===== src/logic/ddrpd_defs.vh =====
`ifndef DDRPD_DEFS_VH
`define DDRPD_DEFS_VH
`define DDRPD_CLK_PERIOD_NS 40
`define DDRPD_DLL_LOCK_CYCLES 1280
`define DDRPD_DLY_W 6
`define DDRPD_DLY_MAX 6'h3f
`define DDRPD_DLY_ZERO 6'h00
`define DDRPD_PAR_SPAN 8
`define DDRPD_BWS_SPAN 9
`define DDRPD_X4_LANES 4
`define DDRPD_MEM_DDR 2'h0
`define DDRPD_MEM_RLD 2'h1
`define DDRPD_MEM_QDR 2'h2
`define DDRPD_MEM_QDR8 2'h3
`define DDRPD_GRP_X4 2'h0
`define DDRPD_GRP_X8 2'h1
`define DDRPD_GRP_X16 2'h2
`define DDRPD_GRP_X32 2'h3
`define DDRPD_FIFO_DEPTH 8
`endif


===== src/logic/ddrpd_datapath.v =====
// Function
// - Parity allowed only in x8, x16 and x32 group modes, on an ordinary data lane.
// - One parity bit for every eight data bits in a strobe group.
// - Mask/byte-select driven low for bytes written; high means memory ignores them.
// - Mask only for DDR types and RLDRAM; byte-selects for QDR SRAM.
// - One mask per group or device; one byte-select per nine QDR data bits (here QDR gets one byte-select per group, like DDR).
// - Eight-bit QDR SRAM gets two nibble-write selects per eight data bits.
// - Mask and byte-selects launch with identical registers and timing as write data.
// - No mask output in x4 DDR3, nor x4 DDR2 with differential strobes.
// - Eight ECC lanes travel like data beside 64 data lanes; controller codes them (here ecc_en_i is unused and no ECC lanes exist).
// - Read-valid is captured like data, half a clock before first word.
// - Address and command launched at single data rate with no special capture.
// - Burst-of-two QDR: read address on rising edge, write address on falling.
// - Memory clock pair made by double-rate output registers like the strobe (here single-rate flops toggling at half the core clock).
// - First memory clock pair loops back through a buffer matching strobe style.
// - Registers convert between full I/O rate and half-rate controller words.
// - Half-rate conversion can be bypassed for a full-rate controller.
// - Incoming read strobes get a phase shift when acting as capture strobes.
// - Shift comes from a shared delay loop plus a per-side phase offset.
// - All strobe pins take new delay settings in the same cycle.
// - Wider groups merge 2, 4 or 8 adjacent x4 groups under one strobe pair.
// - Delay loop steps a six-bit Gray setting up or down per its comparator.
`include "ddrpd_defs.vh"
module ddrpd_datapath #(
    parameter DW          = 16,
    parameter NSTROBE     = 4,
    parameter LOCK_CYCLES = `DDRPD_DLL_LOCK_CYCLES,
    parameter FIFO_DEPTH  = `DDRPD_FIFO_DEPTH,
    parameter AW          = 14
) (
    input  wire              core_clk_i,
    input  wire              reset_n_i,
    input  wire [1:0]        mem_type_i,
    input  wire [1:0]        grp_mode_i,
    input  wire              diff_strobe_i,
    input  wire              is_ddr3_i,
    input  wire              half_rate_i,
    input  wire              parity_en_i,
    input  wire              ecc_en_i,
    input  wire [2*DW-1:0]   wr_data_i,
    input  wire [DW/4-1:0]   wr_mask_i,
    input  wire              wr_valid_i,
    output wire              wr_ready_o,
    input  wire [AW-1:0]     cmd_addr_i,
    input  wire [AW-1:0]     cmd_waddr_i,
    input  wire [3:0]        cmd_i,
    output reg  [AW-1:0]     mem_addr_o,
    output reg  [3:0]        mem_cmd_o,
    output reg  [DW-1:0]     dq_o,
    output reg               dq_oe_n_o,
    output reg  [DW/8-1:0]   par_o,
    output reg  [DW/4-1:0]   wmask_o,
    output reg               wmask_oe_n_o,
    input  wire [DW-1:0]     dq_i,
    input  wire              rvalid_pin_i,
    input  wire              strobe_pin_i,
    output reg  [2*DW-1:0]   rd_data_o,
    output reg               rd_valid_o,
    output reg               rd_beat_hi_o,
    output reg               mem_clk_o,
    output reg               mem_clk_n_o,
    input  wire              mem_clk_fb_p_i,
    input  wire              mem_clk_fb_n_i,
    output reg               clk_fb_o,
    input  wire              dll_reset_i,
    input  wire              cmp_up_i,
    input  wire              cmp_dn_i,
    input  wire [5:0]        side_offset_i,
    output reg  [6*NSTROBE-1:0] strobe_dly_o,
    output reg               dll_locked_o
);
    localparam NPAR = DW / 8;
    localparam NLANE = DW / 4;

    // Two-flop sync of every pin input before any logic looks at it
    reg [DW-1:0] dq_s1;
    reg [DW-1:0] dq_s2;
    reg          rv_s1;
    reg          rv_s2;
    reg          st_s1;
    reg          st_s2;
    reg          st_d;
    reg          fbp_s1;
    reg          fbp_s2;
    reg          fbn_s1;
    reg          fbn_s2;
    // Comparator and loop reset come from outside this clock as well
    reg          dlr_s1;
    reg          dlr_s2;
    reg          cup_s1;
    reg          cup_s2;
    reg          cdn_s1;
    reg          cdn_s2;
    always @(posedge core_clk_i or negedge reset_n_i) begin
        if (!reset_n_i) begin
            dq_s1  <= {DW{1'b0}};
            dq_s2  <= {DW{1'b0}};
            rv_s1  <= 1'b0;
            rv_s2  <= 1'b0;
            st_s1  <= 1'b0;
            st_s2  <= 1'b0;
            st_d   <= 1'b0;
            fbp_s1 <= 1'b0;
            fbp_s2 <= 1'b0;
            fbn_s1 <= 1'b0;
            fbn_s2 <= 1'b0;
            dlr_s1 <= 1'b0;
            dlr_s2 <= 1'b0;
            cup_s1 <= 1'b0;
            cup_s2 <= 1'b0;
            cdn_s1 <= 1'b0;
            cdn_s2 <= 1'b0;
        end else begin
            dq_s1  <= dq_i;
            dq_s2  <= dq_s1;
            rv_s1  <= rvalid_pin_i;
            rv_s2  <= rv_s1;
            st_s1  <= strobe_pin_i;
            st_s2  <= st_s1;
            st_d   <= st_s2;
            fbp_s1 <= mem_clk_fb_p_i;
            fbp_s2 <= fbp_s1;
            fbn_s1 <= mem_clk_fb_n_i;
            fbn_s2 <= fbn_s1;
            dlr_s1 <= dll_reset_i;
            dlr_s2 <= dlr_s1;
            cup_s1 <= cmp_up_i;
            cup_s2 <= cup_s1;
            cdn_s1 <= cmp_dn_i;
            cdn_s2 <= cdn_s1;
        end
    end
    wire strobe_edge = st_s2 ^ st_d;
    wire ref_rise    = st_s2 & ~st_d;

    // Write path: the FIFO stalls the controller when the pins are busy
    wire [2*DW+NLANE-1:0] f_data;
    wire                  f_valid;
    reg                   f_ready;
    ddrpd_fifo #(
        .WIDTH (2*DW+NLANE),
        .DEPTH (FIFO_DEPTH),
        .AW    (3)
    ) u_wr_fifo (
        .core_clk_i  (core_clk_i),
        .reset_n_i   (reset_n_i),
        .in_data_i   ({wr_mask_i, wr_data_i}),
        .in_valid_i  (wr_valid_i),
        .in_ready_o  (wr_ready_o),
        .out_data_o  (f_data),
        .out_valid_o (f_valid),
        .out_ready_i (f_ready)
    );

    // Mask support by memory type and group width
    wire mask_allowed = !(grp_mode_i == `DDRPD_GRP_X4 && (is_ddr3_i || diff_strobe_i));
    wire par_allowed  = parity_en_i && (grp_mode_i != `DDRPD_GRP_X4);
    wire is_qdr       = (mem_type_i == `DDRPD_MEM_QDR) || (mem_type_i == `DDRPD_MEM_QDR8);

    // Half-rate beat select: low half first
    reg              beat;
    reg [DW-1:0]     next_dq;
    reg [NLANE-1:0]  next_mask;
    always @* begin
        f_ready = 1'b0;
        if (half_rate_i) begin
            next_dq   = beat ? f_data[2*DW-1:DW] : f_data[DW-1:0];
            f_ready   = beat;
        end else begin
            next_dq   = f_data[DW-1:0];
            f_ready   = 1'b1;
        end
        next_mask = f_data[2*DW+NLANE-1:2*DW];
    end

    // Per-byte even parity and per-lane mask fan-out
    wire [NPAR-1:0]  next_par;
    wire [NLANE-1:0] next_wm;
    genvar g;
    generate
        for (g = 0; g < NLANE; g = g + 1) begin : g_lane
            if (g < NPAR) begin : g_par
                assign next_par[g] = ^next_dq[8*g+7:8*g];
            end
            // DDR: one per x4 lane merged into group; QDR8: nibble selects
            assign next_wm[g] = (mem_type_i == `DDRPD_MEM_QDR8) ? next_mask[g] :
                                (mem_type_i == `DDRPD_MEM_RLD)  ? next_mask[0] :
                                next_mask[g >> grp_mode_i];
        end
    endgenerate

    always @(posedge core_clk_i or negedge reset_n_i) begin
        if (!reset_n_i) begin
            beat         <= 1'b0;
            dq_o         <= {DW{1'b0}};
            dq_oe_n_o    <= 1'b1;
            par_o        <= {NPAR{1'b0}};
            wmask_o      <= {NLANE{1'b0}};
            wmask_oe_n_o <= 1'b1;
        end else begin
            if (f_valid) begin
                beat         <= half_rate_i ? ~beat : 1'b0;
                dq_o         <= next_dq;
                dq_oe_n_o    <= 1'b0;
                par_o        <= par_allowed ? next_par : {NPAR{1'b0}};
                // Low selects the byte; is_qdr picks byte-select meaning
                wmask_o      <= (mask_allowed || is_qdr) ? next_wm : {NLANE{1'b0}};
                wmask_oe_n_o <= !(mask_allowed || is_qdr);
            end else begin
                beat         <= 1'b0;
                // Stale parity or mask must not linger once the mode forbids it
                par_o        <= par_allowed ? par_o : {NPAR{1'b0}};
                wmask_o      <= (mask_allowed || is_qdr) ? wmask_o : {NLANE{1'b0}};
                dq_oe_n_o    <= 1'b1;
                wmask_oe_n_o <= 1'b1;
            end
        end
    end

    // Address and command at single rate; QDR write address in second half
    reg cmd_phase;
    always @(posedge core_clk_i or negedge reset_n_i) begin
        if (!reset_n_i) begin
            cmd_phase  <= 1'b0;
            mem_addr_o <= {AW{1'b0}};
            mem_cmd_o  <= 4'h0;
        end else begin
            cmd_phase  <= ~cmd_phase;
            mem_cmd_o  <= cmd_i;
            mem_addr_o <= (is_qdr && cmd_phase) ? cmd_waddr_i : cmd_addr_i;
        end
    end

    // Memory clock pair from a toggle flop and a one-cycle-delayed copy of it
    always @(posedge core_clk_i or negedge reset_n_i) begin
        if (!reset_n_i) begin
            mem_clk_o   <= 1'b0;
            mem_clk_n_o <= 1'b1;
            clk_fb_o    <= 1'b0;
        end else begin
            mem_clk_o   <= ~mem_clk_o;
            mem_clk_n_o <= mem_clk_o;
            clk_fb_o    <= diff_strobe_i ? (fbp_s2 & ~fbn_s2) : fbp_s2;
        end
    end

    // Read capture on strobe edges; read-valid handled as a data lane
    reg [DW-1:0] rd_lo;
    reg          rd_have_lo;
    always @(posedge core_clk_i or negedge reset_n_i) begin
        if (!reset_n_i) begin
            rd_lo        <= {DW{1'b0}};
            rd_have_lo   <= 1'b0;
            rd_data_o    <= {2*DW{1'b0}};
            rd_valid_o   <= 1'b0;
            rd_beat_hi_o <= 1'b0;
        end else begin
            rd_valid_o <= 1'b0;
            if (strobe_edge && rv_s2 && dll_locked_o) begin
                if (!half_rate_i) begin
                    rd_data_o  <= {{DW{1'b0}}, dq_s2};
                    rd_valid_o <= 1'b1;
                end else if (!rd_have_lo) begin
                    rd_lo      <= dq_s2;
                    rd_have_lo <= 1'b1;
                end else begin
                    rd_data_o    <= {dq_s2, rd_lo};
                    rd_valid_o   <= 1'b1;
                    rd_have_lo   <= 1'b0;
                    rd_beat_hi_o <= ~rd_beat_hi_o;
                end
            end else if (!rv_s2) begin
                rd_have_lo <= 1'b0;
            end
        end
    end

    // Shared delay loop plus side offset, applied to all strobes at once
    wire [5:0] dll_gray;
    wire       dll_lock;
    ddrpd_dll #(
        .LOCK_CYCLES (LOCK_CYCLES)
    ) u_dll (
        .core_clk_i  (core_clk_i),
        .reset_n_i   (reset_n_i),
        .dll_reset_i (dlr_s2),
        .ref_edge_i  (ref_rise),
        .cmp_up_i    (cup_s2),
        .cmp_dn_i    (cdn_s2),
        .gray_o      (dll_gray),
        .locked_o    (dll_lock)
    );
    wire [5:0] shifted = dll_gray + side_offset_i;
    generate
        for (g = 0; g < NSTROBE; g = g + 1) begin : g_strobe
            always @(posedge core_clk_i or negedge reset_n_i) begin
                if (!reset_n_i) begin
                    strobe_dly_o[6*g+5:6*g] <= `DDRPD_DLY_ZERO;
                end else if (strobe_edge) begin
                    strobe_dly_o[6*g+5:6*g] <= shifted;
                end
            end
        end
    endgenerate
    always @(posedge core_clk_i or negedge reset_n_i) begin
        if (!reset_n_i) begin
            dll_locked_o <= 1'b0;
        end else begin
            dll_locked_o <= dll_lock;
        end
    end
endmodule // ddrpd_datapath


===== src/logic/ddrpd_dll.v =====
`include "ddrpd_defs.vh"
module ddrpd_dll #(
    parameter LOCK_CYCLES = `DDRPD_DLL_LOCK_CYCLES
) (
    input  wire       core_clk_i,
    input  wire       reset_n_i,
    input  wire       dll_reset_i,
    input  wire       ref_edge_i,
    input  wire       cmp_up_i,
    input  wire       cmp_dn_i,
    output reg  [5:0] gray_o,
    output reg        locked_o
);
    reg [5:0]  bin;
    reg [10:0] lock_cnt;
    always @(posedge core_clk_i or negedge reset_n_i) begin
        if (!reset_n_i) begin
            bin      <= `DDRPD_DLY_ZERO;
            gray_o   <= `DDRPD_DLY_ZERO;
            lock_cnt <= 11'h000;
            locked_o <= 1'b0;
        end else if (dll_reset_i) begin
            bin      <= `DDRPD_DLY_ZERO;
            gray_o   <= `DDRPD_DLY_ZERO;
            lock_cnt <= 11'h000;
            locked_o <= 1'b0;
        end else if (ref_edge_i) begin
            if (cmp_up_i && !cmp_dn_i && bin != `DDRPD_DLY_MAX) begin
                bin    <= bin + 6'h01;
                gray_o <= (bin + 6'h01) ^ ((bin + 6'h01) >> 1);
            end else if (cmp_dn_i && !cmp_up_i && bin != `DDRPD_DLY_ZERO) begin
                bin    <= bin - 6'h01;
                gray_o <= (bin - 6'h01) ^ ((bin - 6'h01) >> 1);
            end
            // Lock waits a whole reference count, not a comparator match
            if (lock_cnt == LOCK_CYCLES[10:0] - 11'h001) begin
                locked_o <= 1'b1;
            end else begin
                lock_cnt <= lock_cnt + 11'h001;
            end
        end
    end
endmodule // ddrpd_dll


===== src/logic/ddrpd_fifo.v =====
module ddrpd_fifo #(
    parameter WIDTH = 16,
    parameter DEPTH = 8,
    parameter AW    = 3
) (
    input  wire             core_clk_i,
    input  wire             reset_n_i,
    input  wire [WIDTH-1:0] in_data_i,
    input  wire             in_valid_i,
    output wire             in_ready_o,
    output wire [WIDTH-1:0] out_data_o,
    output wire             out_valid_o,
    input  wire             out_ready_i
);
    reg [WIDTH-1:0] mem [0:DEPTH-1];
    reg [AW-1:0]    wr_ptr;
    reg [AW-1:0]    rd_ptr;
    reg [AW:0]      count;
    wire            push = in_valid_i && in_ready_o;
    wire            pop  = out_valid_o && out_ready_i;
    assign in_ready_o  = (count != DEPTH[AW:0]);
    assign out_valid_o = (count != {(AW+1){1'b0}});
    assign out_data_o  = mem[rd_ptr];
    always @(posedge core_clk_i) begin
        if (push) begin
            mem[wr_ptr] <= in_data_i;
        end
    end
    always @(posedge core_clk_i or negedge reset_n_i) begin
        if (!reset_n_i) begin
            wr_ptr <= {AW{1'b0}};
            rd_ptr <= {AW{1'b0}};
            count  <= {(AW+1){1'b0}};
        end else begin
            if (push) begin
                wr_ptr <= (wr_ptr == DEPTH[AW-1:0] - 1'b1) ? {AW{1'b0}} : wr_ptr + 1'b1;
            end
            if (pop) begin
                rd_ptr <= (rd_ptr == DEPTH[AW-1:0] - 1'b1) ? {AW{1'b0}} : rd_ptr + 1'b1;
            end
            count <= count + {{AW{1'b0}}, push} - {{AW{1'b0}}, pop};
        end
    end
endmodule // ddrpd_fifo


===== config.mk =====
export PLATFORM = sky130hd
export DESIGN_NAME = ddrpd_datapath
export DESIGN_NICKNAME = d
export VERILOG_FILES = /design/src/logic/ddrpd_datapath.v /design/src/logic/ddrpd_dll.v /design/src/logic/ddrpd_fifo.v
export VERILOG_INCLUDE_DIRS = /design/src /design/src/logic
export SDC_FILE = /design/constraint.sdc
export NUM_CORES = 1
export LEC_CHECK = 0
export ABC_AREA = 0
export BUFFER_PORTS_ARGS = -buffer_cell sky130_fd_sc_hd__clkbuf_2
export CORE_ASPECT_RATIO = 1.1
export CORE_MARGIN = 1
export CORE_UTILIZATION = 40
export DETAILED_ROUTE_END_ITERATION = 16
export PLACE_DENSITY = 0.67
export SYNTH_ARGS = -nofsm -noshare
export SYNTH_HDL_FRONTEND = slang
export SYNTH_SLANG_ARGS = --single-unit

===== constraint.sdc =====
create_clock -name core_clk_i -period 6.84 [get_ports core_clk_i]
set_clock_uncertainty 0.1 [all_clocks]
set_input_delay 1.368 -clock core_clk_i [delete_from_list [all_inputs] [get_ports core_clk_i]]
set_output_delay 1.368 -clock core_clk_i [all_outputs]
set_load 0.02 [all_outputs]

## Word level (Yosys, flattened, before mapping)

Memory sizes are Yosys's and may differ from the RTL's.
Index checks and enable logic that the tools add are counted.

| word-level totals | value |
|---|---|
| register bits | 186 |
| bits in writable memories | 288 |
| output and inout port bits | 105 |
| logic and storage cells | 182 |
| memories | 1 |

| operators by class | value |
|---|---|
| $add $sub $neg | 8 |
| magnitude comparators | 4 |
| equality and inequality tests | 14 |
| shifts and indexed selects | 4 |
| muxes and demuxes | 62 |
| bitwise operators | 12 |
| reductions and logical operators | 34 |

Memory list:

| memory | words | width | read ports | clocked after memory_dff | write ports | line | RTL |
|---|---|---|---|---|---|---|---|
| u_wr_fifo.mem | 8 | 36 | 1 | 0 | 1 | ddrpd_fifo.v:15 | `reg [WIDTH-1:0] mem [0:DEPTH-1];` |

Operator list:

| kind | number |
|---|---|
| $lt A32 B4 Y1 const B | 4 |
| $mux W32 | 2 |
| $shr A1 B2 Y32 const A | 2 |
| $shr A2 B2 Y32 const A | 2 |
| $mux W6 | 8 |
| $mux W1 | 34 |
| $mux W11 | 3 |
| $mux W16 | 2 |
| $reduce_xor A8 Y1 | 2 |
| $mux W14 | 1 |
| $mux W4 | 3 |
| $xor A6 B5 Y6 | 2 |
| $add A11 B1 Y11 const B | 1 |
| $eq A11 B11 Y1 const B | 1 |
| $logic_and A1 B1 Y1 | 11 |
| $reduce_and A2 Y1 | 5 |
| $bmux W1 S2 | 4 |
| $ne A2 B1 Y1 const B | 4 |
| $not A1 Y1 | 7 |
| $add A3 B1 Y3 const B | 2 |
| $add A6 B1 Y6 const B | 1 |
| $add A6 B6 Y6 | 1 |
| $eq A3 B3 Y1 const B | 2 |
| $mux W2 | 3 |
| other kinds (19) | 31 |

## Logic depth before layout (Yosys ltp)

Gate-level depths: netlist of the first run.

| depth | value |
|---|---|
| word-level depth | 8 |
| depth in mapped cells | 11 |
| mapped depth without buffers | 11 |

## By module

A second synthesis of the first run with hierarchy kept.

| second synthesis, totals | value |
|---|---|
| cell total of the unflattened synthesis | 1106 |
| area total of the unflattened synthesis | 18979.5 µm² |

Modules (own cells, without submodules):

| module | times used | cells each | area each (µm²) |
|---|---|---|---|
| ddrpd_fifo | 1 | 472 | 11418.5 |
| ddrpd_datapath | 1 | 449 | 5988.2 |
| ddrpd_dll | 1 | 185 | 1572.8 |

## Worst setup path before layout of the first run

Ideal clock, no wire load.

| timing path | value |
|---|---|
| path type | input-to-reg |
| start | in wr_valid_i |
| end | mem u_wr_fifo.mem[0][0] (netlist bit), enable pin |
| library setup time | 0.519 ns |
| data arrival time | 4.992 ns |
| required time | 6.221 ns |
| setup slack | 1.229 ns |
| stages | 2 |
| buffers on the path | 0 |
| cell sequence | nand2_1 -> nor4_1 |

| between the ends | value |
|---|---|
| word-level cells in the longest chain between the ends | 3 |

RTL lines:

| item | line | RTL |
|---|---|---|
| start, declared | ddrpd_datapath.v:42 | `input wire wr_valid_i,` |
| $logic_and A1 B1 Y1 | ddrpd_fifo.v:19 | `wire push = in_valid_i && in_ready_o;` |
| $mux W1 | ddrpd_fifo.v:25 | `if (push) begin` |
| $mux W1 (not written as such) | ddrpd_fifo.v:26 | `mem[wr_ptr] <= in_data_i;` |
| end, declared | ddrpd_fifo.v:15 |  |

Every way passes these cells.

## Final worst setup path of the first run

| timing path | value |
|---|---|
| start | reg u_wr_fifo.rd_ptr[0] |
| end | reg par_o[1] |

| between the ends | value |
|---|---|
| word-level cells in the longest chain between the ends | 6 |

RTL lines:

| item | line | RTL |
|---|---|---|
| start, declared | ddrpd_fifo.v:17 | `reg [AW-1:0] rd_ptr;` |
| start signal, assigned | ddrpd_fifo.v:32 | `rd_ptr <= {AW{1'b0}};` |
| start signal, assigned | ddrpd_fifo.v:39 | `rd_ptr <= (rd_ptr == DEPTH[AW-1:0] - 1'b1) ? {AW{1'b0}} : rd_ptr + 1'b1;` |
| $mem_v2 Z8 W36 (*) | - |  |
| $mux W16 | ddrpd_datapath.v:167 | `next_dq = beat ? f_data[2*DW-1:DW] : f_data[DW-1:0];` |
| $mux W16 (*) | ddrpd_datapath.v:166 | `if (half_rate_i) begin` |
| $reduce_xor A8 Y1 (*) | ddrpd_datapath.v:183 | `assign next_par[g] = ^next_dq[8*g+7:8*g];` |
| $mux W2 (*) | ddrpd_datapath.v:205 | `par_o <= par_allowed ? next_par : {NPAR{1'b0}};` |
| $mux W2 (*) | ddrpd_datapath.v:201 | `if (f_valid) begin` |
| end signal, assigned | ddrpd_datapath.v:197 | `par_o <= {NPAR{1'b0}};` |
| end signal, assigned | ddrpd_datapath.v:205 |  |
| end signal, assigned | ddrpd_datapath.v:212 | `par_o <= par_allowed ? par_o : {NPAR{1'b0}};` |
| end, declared | ddrpd_datapath.v:51 | `output reg [DW/8-1:0] par_o,` |

Mark *: on every way between the ends. The rest lies on a longest branch, timed or not.
A chain may end at the register's enable or synchronous reset.

==> run summary, run 1 <==
Post-Syn Nets - 1212
cells after synthesis - 1081
Worst R2R End - par_o[1]$_DFFE_PN0P_
Top FF cell, synth - edfxtp_1
post-synthesis adder-cell area fraction - 1.57%
most frequent cells in the layout - 288 x edfxtp_1, 211 x clkbuf_2, 180 x dfrtp_1
arrival time worst endpoint - 4.05 ns
Post-layout nets - 1422
WS Path Type - flop to flop
post-synth cell types - 61
gr usage total - 16.4%
Seq/Total Area, Yosys - 71.7%
Worst Tran Pin Value - 1.25 ns
Resized cells post-CTS - 0
max-cap violation count - 0
Clock Latency Late Sink - 0.57 ns
final setup violating endpoints - 0
Layout area overhead - 17.7%
total CTS buffers - 48
reg2reg path depth - 8
post-route ant nets - 0
CTS Root Cell - clkbuf_16
LEAKAGE - 8.74 nW
Hold Startpoint - dq_s1[14]$_DFF_PN0_
CP endpoint kind - flop
H-tree levels - 2
first-pass GRT wire length - 58900 um
Slew headroom - 15.9%
post-route design area - 21800 um^2
layout cells sized above 1 - 32.3%
FP Rows - 82
Setup Fix Bufs, Post-CTS - 0
Hold Path Depth - 0
largest net degree at the start of global routing - 118
CTS clk-pin slew, worst paths - 0.06 ns
post-synth top area cell - edfxtp_1
placed cell areas - 20100 um^2
Crit Reg-Reg Startpoint - u_wr_fifo.rd_ptr[0]$_DFFE_PN0P_
detailed-route wire length - 38000 um
r2r setup slk - 3.16 ns
peak supply drop - 0.213 mV
Longest Clk Path Bufs - 3
Final Hold Vio Count - 0
Synth Area in Compound Gates - 4.21%
Simple-Gate Fraction of Synth Area - 4.62%
Sink Count - 473
critical path peak fanout - 53
largest family of logic cells by synthesized area - multiplexers
Final GP Congestion - 0.765
CTS tree - yes
post-layout min period - 3.68 ns
TNS Setup - 0 ns
Synth Register Bits - 473
quantity of I/O buffers inserted on ports - 212
routed len/inst - 19.8 um
worst min path class - flop to flop
WHS Endpoint - dq_s2[14]$_DFF_PN0_
Initial Util - 40.6%
vias in the first global route - 10200
die footprint - 47200 um^2
number of synthesized flops with an enable pin - 288
RSZ-0062 raised after global routing - false
I/O Pins - 214
Final Cycle Share - 53.8%
drt pass-1 iters - 5
initial detailed-routing violation count - 692
Worst Path Required - 7.21 ns
Mean Syn Cell Area - 17.1 um^2
Die W - 207 um
Pins Over Slew Limit - 0
share of the synthesized area in the top cell type - 46.7%
FFs w/ async S/R, synth - 39.1%
Syn. warnings - 0
final setup margin - 3.16 ns
most common cell after layout, fill and taps aside - edfxtp_1
CTS Hold Bufs - 0
Core ar. - 45700 um^2
initial antenna violation count - 4
DIE HEIGHT - 228 um
area of the multi-input gates - 4800 um^2
hpwl dp - 23100 um
mux cell area share after synthesis - 12.8%
crit path launch type - flop
pre-CTS WS - 2.78 ns
storage element area - 13300 um^2
Via density - 5.14
Power Dens Cells - 396 nW/um^2
Vias - 9867
Area contributors post-synth - edfxtp_1 47%, dfrtp_1 25%, mux4_2 8.3%, mux2_2 2.3%, nand2_1 2.1%
Syn Std Cell Area - 18500 um^2
grt total ovfl - 0
worst hold slack - 0.244 ns
FMAX - 0.272 GHz
Post-Synth XOR/XNOR Area - 2.42%
DRC viols - 0
status - completed
number of fillers in the final layout - 3849
[final cells by class]
class | instances | share of cell area (%)
Antenna cell | 1 | 0.0115
Clock buffer | 63 | 6.10
Clock inverter | 27 | 1.72
Inverter | 21 | 0.362
Multi-Input combinational cell | 519 | 22.0
Sequential cell | 473 | 60.9
Tap cell | 588 | 3.37
Timing Repair Buffer | 228 | 5.46
[cells in the mapped netlist (3+ instances only)]
library cell	number
a21o_1	4
mux2_2	38
nor3_1	10
o21ai_0	23
mux2i_1	31
a22o_1	16
dfstp_2	3
buf_4	19
ha_1	20
inv_1	20
nand2b_1	5
nor4_1	4
xor2_1	15
buf_8	3
a211oi_1	4
a21oi_1	17
clkbuf_1	20
edfxtp_1	288
nor2b_1	5
xnor2_1	31
nor2_1	41
mux4_1	4
a22oi_1	30
nand2_1	104
mux4_2	68
buf_6	3
dfrtp_1	182
buf_1	6
and3_1	5
nand3_1	8
buf_2	16
[state kept, by name, summed over array words and instances (netlist names), 11 cells and up]
name            flops
dq_s2              16
rd_lo              16
mem_addr_o         14
u_dll.lock_cnt     11
rd_data_o          32
dq_s1              16
dq_o               16
u_wr_fifo.mem     288
[metrics by stage]
step / util, % / instances / power [mW]
2_1_floorplan: - / 1081 / 5.33
3_3_place_gp: 44.0 / 1829 / 5.90
3_5_place_dp: 44.0 / 1829 / 5.95
4_1_cts: 47.7 / 1919 / 8.77
5_1_grt: 47.7 / 1919 / 9.07
6_report: 47.8 / 1920 / 8.64
[routing by layer]
layer	track usage, %	vias to the layer above	part of all wire [%]	routed length (um)
met5	0	-	0.090	34
met3	3.94	63	5.9	2230
li1	-	4511	-	-
met2	27.3	248	48	18300
met1	21.3	5039	44	16500
met4	5.15	6	2.2	827
[logic make-up after synthesis]
group                    count (synthesis)
buffers and inverters                   89
AND/OR/NAND/NOR                        195
XOR/XNOR                                48
flip-flops                             473
adder cells (fa/ha/maj)                 22
multiplexers                           141
AO/OA/AOI/OAI                          113
[report_power, final]
| group | switching (mW) | leakage, nW | internal (mW) | total (mW) |
|---|---|---|---|---|
| Sequential | 0.291 | 4.95 | 3.45 | 3.74 |
| Clock | 1.07 | 0.831 | 1.71 | 2.79 |
| Combinational | 1.15 | 2.96 | 0.961 | 2.11 |
[how the worst max path moves through the flow]
| stage | from | end | slack [ns] | depth (start not counted) |
|---|---|---|---|---|
| CTS | u_wr_fifo.rd_ptr[0]$_DFFE_PN0P_ | par_o[0]$_DFFE_PN0P_ | 3.05 | 8 |
| finish | u_wr_fifo.rd_ptr[0]$_DFFE_PN0P_ | par_o[1]$_DFFE_PN0P_ | 3.16 | 8 |
| global route | u_wr_fifo.rd_ptr[0]$_DFFE_PN0P_ | par_o[0]$_DFFE_PN0P_ | 2.79 | 8 |
| detailed placement | half_rate_i | par_o[1]$_DFFE_PN0P_ | 2.78 | 9 |
| floorplan | wr_valid_i | u_wr_fifo.mem[0][0]$_DFFE_PP_ | 1.23 | 2 |
| global placement | half_rate_i | par_o[0]$_DFFE_PN0P_ | 2.81 | 9 |
[critical path, stage by stage, from the launching register on]
cell and delay (ns):
dfrtp_4 1.09, buf_4 0.56, mux4_2 0.56, a22oi_1 0.23, nand2_1 0.21, xnor2_1 0.18
xnor2_1 0.20, xnor2_1 0.11, a211oi_1 0.26
(Power assumes the default switching activity.)
==> run 2: changes to the inputs <==
--- a/config.mk
+++ b/config.mk
@@ -12,7 +12,7 @@
 export CORE_MARGIN = 1
 export CORE_UTILIZATION = 40
 export DETAILED_ROUTE_END_ITERATION = 16
-export PLACE_DENSITY = 0.67
+export PLACE_DENSITY = 0.69
 export SYNTH_ARGS = -nofsm -noshare
 export SYNTH_HDL_FRONTEND = slang
 export SYNTH_SLANG_ARGS = --single-unit
==> constraint.sdc (replaced) <==
create_clock -name core_clk_i -period 3 [get_ports core_clk_i]
set_clock_uncertainty 0.1 [all_clocks]
set_input_delay 0.6 -clock core_clk_i [delete_from_list [all_inputs] [get_ports core_clk_i]]
set_output_delay 0.6 -clock core_clk_i [all_outputs]
set_load 0.02 [all_outputs]
==> run 2 against run 1 <==
  * Global-route usage up 0.43 points
  * Hold slack lost 0.21 ns
  * Critical path depth unchanged
  * Register-to-register slack worse by 3.0 ns
  * Non-clock buffer count rose by 39
  * Critical path type unchanged
==> run summary, run 2 (same netlist as run 1, synthesis figures left out) <==
CP Depth - 8 (unchanged)
RSZ-0062 raised after global routing - false (unchanged)
Non-Filler Instances - 1953 (was 1920)
Via density - 5.15 (was 5.14)
Sw Ratio - 29.6% (was 29.1%)
Layout area overhead - 19.5% (was 17.7%)
DRC viols - 0 (unchanged)
clock network fraction of total power - 29.8% (was 32.3%)
detailed-route wire length - 38900 um (was 38000 um)
Pins Over Slew Limit - 0 (unchanged)
TNS Setup - 0 ns (unchanged)
max-cap violation count - 0 (unchanged)
Comb pwr share - 27.8% (was 24.4%)
CTS clk-pin slew, worst paths - 0.06 ns (about the same)
Cells after DPL - 1859 (was 1829)
total CTS buffers - 47 (was 48)
final setup violating endpoints - 0 (unchanged)
hpwl dp - 24900 um (was 23100 um)
Hold Path Depth - 1 (was 0)
Switching Power - 5.81 mW (was 2.51 mW)
Final GP Congestion - 0.784 (was 0.765)
final setup margin - 0.201 ns (was 3.16 ns)
Final Cycle Share - 93.3% (was 53.8%)
number of fillers in the final layout - 3768 (was 3849)
Vias - 10100 (was 9867)
crit path launch type - flop (unchanged)
critical path's slowest cell - dfrtp_4 (unchanged)
initial antenna violation count - 4 (unchanged)
r2r setup slk - 0.20 ns (was 3.16 ns)
Largest regs - u_wr_fifo.mem x288, rd_data_o x32 (unchanged)
family with the most delay on the worst path - flip-flops (unchanged)
post-route ant nets - 0 (unchanged)
Sink Count - 473 (unchanged)
internal power - 13.8 mW (was 6.12 mW)
Post-layout nets - 1460 (was 1422)
worst hold slack - 0.0379 ns (was 0.244 ns)
peak supply drop - 0.629 mV (was 0.213 mV)
max FFs per register - 288 (unchanged)
Crit Reg-Reg Startpoint - u_wr_fifo.rd_ptr[0]$_DFFE_PN0P_ (unchanged)
LEAKAGE - 8.89 nW (was 8.74 nW)
most common cell after layout, fill and taps aside - edfxtp_1 (unchanged)
storage element area - 13300 um^2 (unchanged)
area of the multi-input gates - 4810 um^2 (was 4800 um^2)
Most flops, register - u_wr_fifo.mem (unchanged)
pre-CTS WS - 0.188 ns (was 2.78 ns)
Hold Startpoint - dq_i[13] (was dq_s1[14]$_DFF_PN0_)
Power Dens Cells - 886 nW/um^2 (was 396 nW/um^2)
CTS tree - yes (unchanged)
DIE HEIGHT - 228 um (unchanged)
initial detailed-routing violation count - 760 (was 692)
Slew headroom - 36.9% (was 15.9%)
FMAX - 0.357 GHz (was 0.272 GHz)
WS Path Type - flop to flop (unchanged)
die footprint - 47200 um^2 (unchanged)
Worst R2R End - par_o[0]$_DFFE_PN0P_ (was par_o[1]$_DFFE_PN0P_)
routed len/inst - 19.9 um (was 19.8 um)
Core ar. - 45700 um^2 (unchanged)
quantity of I/O buffers inserted on ports - 212 (unchanged)
Final Hold Vio Count - 0 (unchanged)
Top cell by count, worst path - xnor2_1 (unchanged)
arrival time worst endpoint - 3.18 ns (was 4.05 ns)
Worst Path Required - 3.38 ns (was 7.21 ns)
grt total ovfl - 0 (unchanged)
Reg power frac - 42.4% (was 43.3%)
reg2reg path depth - 8 (unchanged)
most frequent cells in the layout - 288 x edfxtp_1, 211 x clkbuf_2, 180 x dfrtp_1 (unchanged)
layout cells sized above 1 - 32.9% (was 32.3%)
H-tree levels - 2 (unchanged)
CTS Root Cell - clkbuf_16 (unchanged)
status - completed (unchanged)
post-layout min period - 2.80 ns (was 3.68 ns)
largest net degree at the start of global routing - 77 (was 118)
worst stage delay on the critical path - 0.67 ns (was 1.09 ns)
CP endpoint kind - flop (unchanged)
Longest Clk Path Bufs - 3 (unchanged)
FP Rows - 82 (unchanged)
worst path bufs/invs - 1 (unchanged)
Initial Util - 40.6% (unchanged)
critical path peak fanout - 16 (was 53)
first-pass GRT wire length - 60500 um (was 58900 um)
Die W - 207 um (unchanged)
Clock Latency Late Sink - 0.57 ns (about the same)
total power - 19.6 mW (was 8.64 mW)
I/O Pins - 214 (unchanged)
drt pass-1 iters - 5 (unchanged)
WHS Endpoint - dq_s1[13]$_DFF_PN0_ (was dq_s2[14]$_DFF_PN0_)
vias in the first global route - 10300 (was 10200)
Worst Tran Pin Value - 0.947 ns (was 1.25 ns)
worst min path class - input port to flop (was flop to flop)
CP Cell Sequence - buf_12, mux4_1, a22oi_1, nand2_1, xnor2_1, xnor2_1, xnor2_1, a211oi_1 (was buf_4, mux4_2, a22oi_1, nand2_1, xnor2_1, xnor2_1, xnor2_1, a211oi_1)
gr usage total - 16.8% (was 16.4%)
==> run 2: area by class of cell <==
type                    instances  share of cell area (%)
clock inverters                26                    1.15
diodes                          1                  0.0113
inverters                      21                   0.356
flip-flops and latches        473                    60.1
clock buffers                  58                    5.79
well taps                     588                    3.33
repair buffers                267                    7.54
multi-input cells             519                    21.8
==> run 2: through the flow <==
stage / util (%) / instance area [um^2]
final: 48.4 / 22100
after CTS: 48.4 / 22100
after floorplan: - / 18500
after global placement: 44.9 / 20500
after global routing: 48.4 / 22100
after detailed placement: 44.9 / 20500
==> run 2: worst max-delay path by stage <==
stage	start	slack, ns	to
2_1_floorplan	u_wr_fifo.count[2]$_DFF_PN0_	-1.07	u_wr_fifo.mem[4][0]$_DFFE_PP_
3_3_place_gp	u_wr_fifo.rd_ptr[0]$_DFFE_PN0P_	0.20	par_o[0]$_DFFE_PN0P_
3_5_place_dp	u_wr_fifo.rd_ptr[0]$_DFFE_PN0P_	0.19	par_o[0]$_DFFE_PN0P_
4_1_cts	u_wr_fifo.rd_ptr[0]$_DFFE_PN0P_	0.16	par_o[0]$_DFFE_PN0P_
5_1_grt	u_wr_fifo.rd_ptr[0]$_DFFE_PN0P_	0.04	par_o[1]$_DFFE_PN0P_
6_report	u_wr_fifo.rd_ptr[0]$_DFFE_PN0P_	0.20	par_o[0]$_DFFE_PN0P_
==> run 2: repair_timing <==
item | 4_1_cts | 5_1_grt
buffers inserted | 0 | 0
gates resized for setup | 0 | 0
hold buffers | 9 | 0
endpoints found under the hold margin | 79 | 0
==> run 2: routing by layer <==
| layer | routed length [um] | GRT usage, % |
|---|---|---|
| met1 | 17300 | 22.9 |
| met2 | 18500 | 27.2 |
| met3 | 2350 | 4.07 |
| met4 | 722 | 4.19 |
| met5 | 36 | 0 |
==> run 2: power groups by stage <==
stage / sequential, mW / combinational [mW] / clock (mW)
finish: 8.32 / 5.45 / 5.83
global route: 8.42 / 5.88 / 6.24
CTS: 8.33 / 5.52 / 5.99
detailed placement: 8.46 / 5.49 / 0
global placement: 8.40 / 5.47 / 0
floorplan: 8.49 / 3.67 / 0
